<file path="src/alr_cfg.svh">
// register offsets, field positions and reset values for the acl layer-4 entry bank
`ifndef ALR_CFG_SVH
`define ALR_CFG_SVH
`define ALR_ADDR_CTRL 8'h6E
`define ALR_ADDR_OFFSET 8'h6F
`define ALR_ADDR_DATA 8'hA0
`define ALR_TABLE_ACL 3'h2
`define ALR_TBL_HI 7
`define ALR_TBL_LO 5
`define ALR_PORT_HI 3
`define ALR_PORT_LO 0
`define ALR_OFS_MAX_HI 8'h02
`define ALR_OFS_MIN_LO 8'h03
`define ALR_OFS_MODE 8'h04
`define ALR_OFS_PROTO 8'h05
`define ALR_OFS_FMASK 8'h06
`define ALR_RESET_BYTE 8'h00
`define ALR_RESET_MODE 2'h0
`define ALR_RESET_BIT 1'h0
`define ALR_ZERO_BYTE 8'h00
`define ALR_ZERO_BITS5 5'h00
`endif

</file>
<file path="src/alr_pkg.sv">
// types for the acl layer-4 entry bank
package alr_pkg;
  typedef enum logic [1:0] {
    ALR_CMP_OFF,
    ALR_CMP_EITHER,
    ALR_CMP_INSIDE,
    ALR_CMP_OUTSIDE
  } alr_cmp_mode_t;
  typedef struct packed {
    logic [7:0] max_hi;
    logic [7:0] min_lo;
    logic [1:0] mode;
    logic [7:0] proto;
    logic flag_match_enable;
    logic [7:0] fmask;
  } alr_entry_t;
endpackage

</file>
<file path="src/alr_regs.sv">
// acl layer-4 entry bytes reached through indirect control, offset and data registers
`timescale 1ns/1ns
`include "alr_cfg.svh"
module alr_regs
  import alr_pkg::*;
#(
  parameter int NUM_PORTS = 5
) (
  input wire logic clk_i,
  input wire logic resetn_i,
  input wire logic wr_en_i,
  input wire logic rd_en_i,
  input wire logic [7:0] addr_i,
  input wire logic [7:0] wdata_i,
  output logic [7:0] rdata_o,
  output logic [7:0] sel_ctrl_o,
  output logic [7:0] sel_offset_o,
  output logic [NUM_PORTS-1:0][1:0] port_compare_mode_o,
  output logic [NUM_PORTS-1:0][7:0] ip_protocol_value_o,
  output logic [NUM_PORTS-1:0] flag_match_enable_o,
  output logic [NUM_PORTS-1:0][7:0] tcp_flag_mask_o,
  output logic [NUM_PORTS-1:0][7:0] range_lower_low_o,
  output logic [NUM_PORTS-1:0][7:0] range_upper_high_o
);
  // port field is four bits wide and zero means no port, so more than 15 cannot be reached
  if (NUM_PORTS < 1 || NUM_PORTS > 15) begin : g_bad_ports
    $error("alr_regs: NUM_PORTS must be 1 to 15");
  end

  typedef struct packed {
    logic [7:0] ctrl;
    logic [7:0] offset;
    logic [7:0] rdata;
    alr_entry_t [NUM_PORTS-1:0] ent;
  } alr_state_t;

  alr_state_t s_q;
  alr_state_t s_d;

  logic acl_sel;
  logic [3:0] port_sel;
  logic port_ok;
  logic [7:0] entry_byte;
  int pidx;

  always_comb begin
    acl_sel = (s_q.ctrl[`ALR_TBL_HI:`ALR_TBL_LO] == `ALR_TABLE_ACL);
    port_sel = s_q.ctrl[`ALR_PORT_HI:`ALR_PORT_LO];
    // ports counted from one; zero and out-of-range values reach nothing
    port_ok = acl_sel && (port_sel != 4'h0) && (int'(port_sel) <= NUM_PORTS);
    pidx = port_ok ? int'(port_sel) - 1 : 0;
    entry_byte = `ALR_ZERO_BYTE;
    if (port_ok) begin
      case (s_q.offset)
        `ALR_OFS_MAX_HI: entry_byte = s_q.ent[pidx].max_hi;
        `ALR_OFS_MIN_LO: entry_byte = s_q.ent[pidx].min_lo;
        `ALR_OFS_MODE: entry_byte = {`ALR_ZERO_BITS5, s_q.ent[pidx].mode, s_q.ent[pidx].proto[7]};
        `ALR_OFS_PROTO: entry_byte = {s_q.ent[pidx].proto[6:0], s_q.ent[pidx].flag_match_enable};
        `ALR_OFS_FMASK: entry_byte = s_q.ent[pidx].fmask;
        default: entry_byte = `ALR_ZERO_BYTE;
      endcase
    end
  end

  always_comb begin
    s_d = s_q;
    if (rd_en_i) begin
      if (addr_i == `ALR_ADDR_CTRL) begin
        s_d.rdata = s_q.ctrl;
      end else if (addr_i == `ALR_ADDR_OFFSET) begin
        s_d.rdata = s_q.offset;
      end else if (addr_i == `ALR_ADDR_DATA) begin
        s_d.rdata = entry_byte;
      end else begin
        s_d.rdata = `ALR_ZERO_BYTE;
      end
    end
    if (wr_en_i) begin
      if (addr_i == `ALR_ADDR_CTRL) begin
        s_d.ctrl = wdata_i;
      end else if (addr_i == `ALR_ADDR_OFFSET) begin
        s_d.offset = wdata_i;
      end else if (addr_i == `ALR_ADDR_DATA && port_ok) begin
        // reserved bits 7:3 of byte four are dropped so they read back zero
        case (s_q.offset)
          `ALR_OFS_MAX_HI: s_d.ent[pidx].max_hi = wdata_i;
          `ALR_OFS_MIN_LO: s_d.ent[pidx].min_lo = wdata_i;
          `ALR_OFS_MODE: begin
            s_d.ent[pidx].mode = wdata_i[2:1];
            s_d.ent[pidx].proto[7] = wdata_i[0];
          end
          `ALR_OFS_PROTO: begin
            s_d.ent[pidx].proto[6:0] = wdata_i[7:1];
            s_d.ent[pidx].flag_match_enable = wdata_i[0];
          end
          `ALR_OFS_FMASK: s_d.ent[pidx].fmask = wdata_i;
          default: s_d.ent[pidx].flag_match_enable = s_q.ent[pidx].flag_match_enable;
        endcase
      end
    end
  end

  always_ff @(posedge clk_i or negedge resetn_i) begin
    if (!resetn_i) begin
      s_q.ctrl <= `ALR_RESET_BYTE;
      s_q.offset <= `ALR_RESET_BYTE;
      s_q.rdata <= `ALR_RESET_BYTE;
      for (int i = 0; i < NUM_PORTS; i++) begin
        s_q.ent[i].max_hi <= `ALR_RESET_BYTE;
        s_q.ent[i].min_lo <= `ALR_RESET_BYTE;
        s_q.ent[i].mode <= `ALR_RESET_MODE;
        s_q.ent[i].proto <= `ALR_RESET_BYTE;
        s_q.ent[i].flag_match_enable <= `ALR_RESET_BIT;
        s_q.ent[i].fmask <= `ALR_RESET_BYTE;
      end
    end else begin
      s_q <= s_d;
    end
  end

  // matcher-facing copies come straight from the entry flops
  assign rdata_o = s_q.rdata;
  assign sel_ctrl_o = s_q.ctrl;
  assign sel_offset_o = s_q.offset;
  for (genvar g = 0; g < NUM_PORTS; g++) begin : g_port
    assign port_compare_mode_o[g] = s_q.ent[g].mode;
    assign ip_protocol_value_o[g] = s_q.ent[g].proto;
    assign flag_match_enable_o[g] = s_q.ent[g].flag_match_enable;
    assign tcp_flag_mask_o[g] = s_q.ent[g].fmask;
    assign range_lower_low_o[g] = s_q.ent[g].min_lo;
    assign range_upper_high_o[g] = s_q.ent[g].max_hi;
  end
endmodule

</file>
<file path="config.mk">
export PLATFORM = sky130hd
export DESIGN_NAME = alr_regs
export DESIGN_NICKNAME = d
export VERILOG_FILES = /design/src/alr_pkg.sv /design/src/alr_regs.sv
export VERILOG_INCLUDE_DIRS = /design/src
export SDC_FILE = /design/constraint.sdc
export NUM_CORES = 1
export LEC_CHECK = 0
export BUFFER_PORTS_ARGS = -buffer_cell sky130_fd_sc_hd__buf_2
export CAP_MARGIN = 5
export CORE_ASPECT_RATIO = 2
export CORE_MARGIN = 1
export CORE_UTILIZATION = 40
export DETAILED_ROUTE_END_ITERATION = 10
export PLACE_DENSITY = 0.64
export SKIP_CTS_REPAIR_TIMING = 1
export SLEW_MARGIN = 30
export SYNTH_ARGS = -nofsm -noshare
export SYNTH_HDL_FRONTEND = slang
export SYNTH_SLANG_ARGS = --single-unit
export TNS_END_PERCENT = 50
</file>
<file path="constraint.sdc">
create_clock -name clk_i -period 3.2 [get_ports clk_i]
set_input_delay 0.16 -clock clk_i [delete_from_list [all_inputs] [get_ports clk_i]]
set_output_delay 0.16 -clock clk_i [all_outputs]
set_load 0.01 [all_outputs]
</file>
After elaboration in Yosys (flattened, before gate mapping). Cells that the tools add are included.

$add $sub $neg: 1. $lt $le $gt $ge: 3. Equal/unequal tests: 9. Muxes and demuxes: 32. Bitwise gates (word level): 2. Reductions and logical operators: 8.

Operators by type and width (count): 175-bit bitwise mux (8); 175-bit case mux with 5 select lines (1); 35-bit demux with 3-bit select (7); 35-bit binary-select mux with 3-bit select (1); 35-bit 2-to-1 mux (3); 8-bit 2-to-1 mux (5); 8-bit case mux with 5 select lines (1); 32-bit by 1-bit >= comparator with 1-bit output, second input constant (1); 32-bit by 5-bit less-than comparator with 1-bit output, second input constant (1); 32-bit 2-to-1 mux (1); 27-bit 2-to-1 mux (1); 8-bit by 3-bit equality test with 1-bit output, second input constant (3); 19-bit 2-to-1 mux (1); 17-bit 2-to-1 mux (1); 8-bit by 2-bit equality test with 1-bit output, second input constant (2); 8-bit by 7-bit equality test with 1-bit output, second input constant (2); 16-bit 2-to-1 mux (1); 9-bit 2-to-1 mux (1); 8-bit equality test, second input constant (1); 4-bit by 1-bit subtractor with 5-bit output, second input constant (1); 4-bit by 3-bit less-or-equal comparator with 1-bit output, second input constant (1); 1-bit logical AND (4); 4-bit AND reduction (1); 4-bit nonzero test (1); 4 further kinds (5).

Bits in registers: 199. Input bits: 20. Output and inout port bits: 199. Logic and storage cells: 88.

Longest topological paths before layout.
Depth after elaboration: 12. Mapped depth: 12. Gate-level depth less buffers: 9.

Least setup slack after synthesis. No wires, ideal clock.

Path type: reg-to-reg. Start point: reg s_q (netlist bit sel_ctrl_o[0]). End point: reg s_q (netlist bit rdata_o[7]). Setup time: 133 ps. Data arrival time: 2843 ps. Setup slack: 225 ps. Cell stages (with the launch flop): 12. Path buffers: 3. Period minus slack after synthesis: 2975 ps. Cell sequence: dfrtp_1 > clkbuf_1 > inv_1 > ha_1 > or3b_2 > nand4_1 > buf_2 > buf_1 > mux2i_1 > a211oi_1 > a211oi_1 > o21ai_0.

Longest elaborated chain between the ends: 12. Elaborated cells on any way between the ends: 14.

RTL lines: start, declared (line alr_regs.sv:37) `alr_state_t s_q;`; parallel branches: the longest is 8 deep, another holds 4-bit by 3-bit less-or-equal comparator with 1-bit output; 8-bit 2-to-1 mux * (line alr_regs.sv:53) `if (port_ok) begin`; 8-bit 2-to-1 mux * (line alr_regs.sv:72) `` end else if (addr_i == `ALR_ADDR_DATA) begin ``; 8-bit 2-to-1 mux * (line alr_regs.sv:70) `` end else if (addr_i == `ALR_ADDR_OFFSET) begin ``; 8-bit 2-to-1 mux * (line alr_regs.sv:68) `` if (addr_i == `ALR_ADDR_CTRL) begin ``.

Every way passes the cells marked *. The select of a mux whose other input is x is not followed. A chain may end at the register's enable or synchronous reset.

Worst setup path after layout.
Start point: reg s_q (netlist bit sel_ctrl_o[5]). End point: reg s_q (netlist bit rdata_o[7]).

Longest elaborated chain between the ends: 12.

RTL lines: 3-bit by 2-bit equality test with 1-bit output (no source line) *; 1-bit logical AND * (2 in a row) (line alr_regs.sv:50) `port_ok = acl_sel && (port_sel != 4'h0) && (int'(port_sel) <= NUM_PORTS);`; 32-bit 2-to-1 mux (line alr_regs.sv:51) `pidx = port_ok ? int'(port_sel) - 1 : 0;`; 35-bit binary-select mux with 3-bit select; 35-bit 2-to-1 mux (2 in a row); 8-bit case mux with 5 select lines (line alr_regs.sv:54) `case (s_q.offset)`; 8-bit 2-to-1 mux * (line alr_regs.sv:53); 8-bit 2-to-1 mux * (line alr_regs.sv:72); 8-bit 2-to-1 mux * (line alr_regs.sv:70); 8-bit 2-to-1 mux * (line alr_regs.sv:68).

Mark *: on every way between the ends. The rest lies on a longest branch, timed or not. The select of a mux whose other input is x is not followed.

==> flow_summary.json <==
{
  "finalMaxSlewViolations": 0,
  "die_y_um": 221.8,
  "core_um2": 23820,
  "synth_area_per_cell_um2": 11.13,
  "worstPathMaxFanout": 42,
  "yosys.area_share.simple_pct": 12.77,
  "tightest_slew_ps": 973.0,
  "area_delta_synth_final_pct": 25.81,
  "final_nets": 1130,
  "rsz0062_at_grt": "false",
  "fin_skew_ps": 10.49,
  "worstSetupPathType": "register to register",
  "netlist_area_um2": 9663,
  "drt_iter0_drc": 569,
  "port_buffers": 218,
  "globalplace.congestion": 0.9014,
  "first_global_vias": 8296,
  "timing.hold.ws_ps": 159.7,
  "power_density_nw_per_um2": 424.5,
  "synth_top_family_by_area": "multiplexers",
  "hold_class": "input pin to register",
  "synthTopCellsByArea": "dfrtp_1, mux2_2, nand2_1",
  "synth-edff-count": 0,
  "ys.flop_type": "dfrtp_1",
  "yosys-mux-area-fraction_pct": 20.60,
  "yosys_warnings": 0,
  "p_leak_nw": 6.345,
  "synth.net_count": 891,
  "yosysTopAreaCellShare_pct": 51.53,
  "clock.fmax_mhz": 322.9,
  "setup_viol": 0,
  "antenna_found_initial": 0,
  "critPathCaptureType": "register",
  "multi_input_area_um2": 4446,
  "grt_overflow_total": 0,
  "cp.required_ps": 3520,
  "outcome": "complete, but fails checks",
  "finalHoldViolCount": 0,
  "synth_cell_types": 58,
  "antenna_cells": 0,
  "vias": 8477,
  "max_slew_margin_pct": 34.70,
  "cts.sinks": 199,
  "async_flop_share_pct": 100.0,
  "period_share_pct": 96.79,
  "synth_compound_area_share_pct": 11.60,
  "cts_root_buffer": "clkbuf_16",
  "final_antenna_net_count": 0,
  "tritoncts": "done",
  "clockBufferDepth": 2,
  "clkLatencyLatePin_ps": 450,
  "fillers": 2186,
  "ys_ff_latch": 199,
  "min_period_ps": 3097,
  "rows": 80,
  "startpoint_type": "register",
  "remaining_drc_errors": 13,
  "initial_core_util_pct": 40.56,
  "dp_hpwl_um": 25760,
  "vdd_drop_max_mv": 0.2534,
  "track_usage_pct": 29.13,
  "dieArea_um2": 24820,
  "fp.dieW_um": 111.9,
  "maxCapViolCount": 0,
  "seq_area_um2": 4980,
  "cts.htree.levels": 4,
  "firstDrtPassIters": 8,
  "seq_area_frac_synth_pct": 51.53,
  "drive_above_1_share_pct": 44.55,
  "synth_common_cells": "dfrtp_1, mux2_2, nand2_1",
  "synth_xor_area_share_pct": 0.1813,
  "syn_inst": 868,
  "yosysMostFrequentCell": "dfrtp_1",
  "crit_arrival_ps": 3420,
  "grt_max_degree": 102,
  "clk_pin_slew_ps": 70,
  "violations": "design-rule violations",
  "yosys.area.top_type": "dfrtp_1",
  "tns_ps": 0,
  "synth_fa_ha_area_share_pct": 0.3885,
  "grt_pass1_wl_um": 52360,
  "routedWlPerCell_um": 25.96,
  "numCtsBuffers": 17,
  "io_pins": 219,
  "via_per_inst": 6.025,
  "totalWireLength_um": 36530
}
[final timing paths]
kind | slack [ps] | endpoint | start | cells past startpoint
setup reg to reg | 100 | rdata_o[7] | sel_ctrl_o[5] | 9
setup / recovery | 100 | rdata_o[7] | sel_ctrl_o[5] | 9
hold / removal | 160 | rdata_o[4] | rd_en_i | 3
hold reg to reg | 530 | register | register | 1
max in group asynchronous | 1960 | async pin | resetn_i | 3
min in group asynchronous | 340 | sel_offset_o[3] | resetn_i | 2
[layout make-up]
| class | instances | share of cell area, % |
|---|---|---|
| Clock buffer | 21 | 3.870 |
| Clock inverter | 11 | 1.328 |
| Inverter | 8 | 0.2470 |
| Multi-Input combinational cell | 598 | 36.57 |
| Sequential cell | 199 | 40.96 |
| Tap cell | 287 | 2.954 |
| Timing Repair Buffer | 283 | 14.07 |
[critical path: stages (launching register included)]
cell	delay (ps)
dfrtp_1	430
or4b_1	640
nor4_4	400
buf_4	190
buf_12	230
mux2i_1	260
a32o_1	170
o22ai_2	140
a211oi_4	330
o21ai_0	140
[power breakdown]
| part | total, mW | internal [mW] | switching (mW) |
|---|---|---|---|
| clock | 2.33 | 1.31 | 1.02 |
| combinational | 0.289 | 0.0782 | 0.211 |
| sequential | 2.54 | 2.52 | 0.0203 |
[layer usage]
| metal | part of all wire, % | track usage (%) | routed length (um) | vias to the layer above |
|---|---|---|---|---|
| li1 | - | - | - | 3650 |
| met1 | 36 | 32.77 | 13040 | 4327 |
| met2 | 53 | 50.87 | 19250 | 385 |
| met3 | 5.6 | 5.276 | 2062 | 115 |
| met4 | 6.0 | 17.35 | 2174 | 0 |
| met5 | 0 | 0 | 0 | - |
[cell families (layout without fill, tap and decap cells)]
| family | Yosys count | count (layout) |
|---|---|---|
| muxes | 178 | 178 |
| buffers and inverters | 71 | 323 |
| DFF | 199 | 199 |
| xor gates and xnor gates | 2 | 2 |
| AOI/OAI and AO/OA | 166 | 166 |
| adders and majority gates | 3 | 3 |
| and+or+nand+nor | 249 | 249 |
[metrics by stage]
| step | utilization (%) | power (mW) | std cells | worst slack (ps) | cell area, um^2 |
|---|---|---|---|---|---|
| global route | 51.03 | 5.296 | 1407 | 14.79 | 12160 |
| detailed placement | 47.96 | 2.877 | 1371 | -333.5 | 11430 |
| CTS | 50.61 | 5.185 | 1403 | -362.1 | 12060 |
| global placement | 47.96 | 2.876 | 1371 | -287.4 | 11430 |
| finish | 51.03 | 5.160 | 1407 | 102.7 | 12160 |
| floorplan | - | 2.713 | 868 | 224.7 | 9663 |
[placed cells by master, fill, tap and decap left out, types with 17 or more instances in the layout]
cell type	n
mux2_2	164
o21ai_0	26
buf_2	217
buf_4	54
and3_1	17
nand2_1	133
nand3_1	26
a31oi_1	24
a21oi_1	37
dfrtp_1	199
clkbuf_16	18
a22o_1	17
Power figures use the tool's default switching activity.
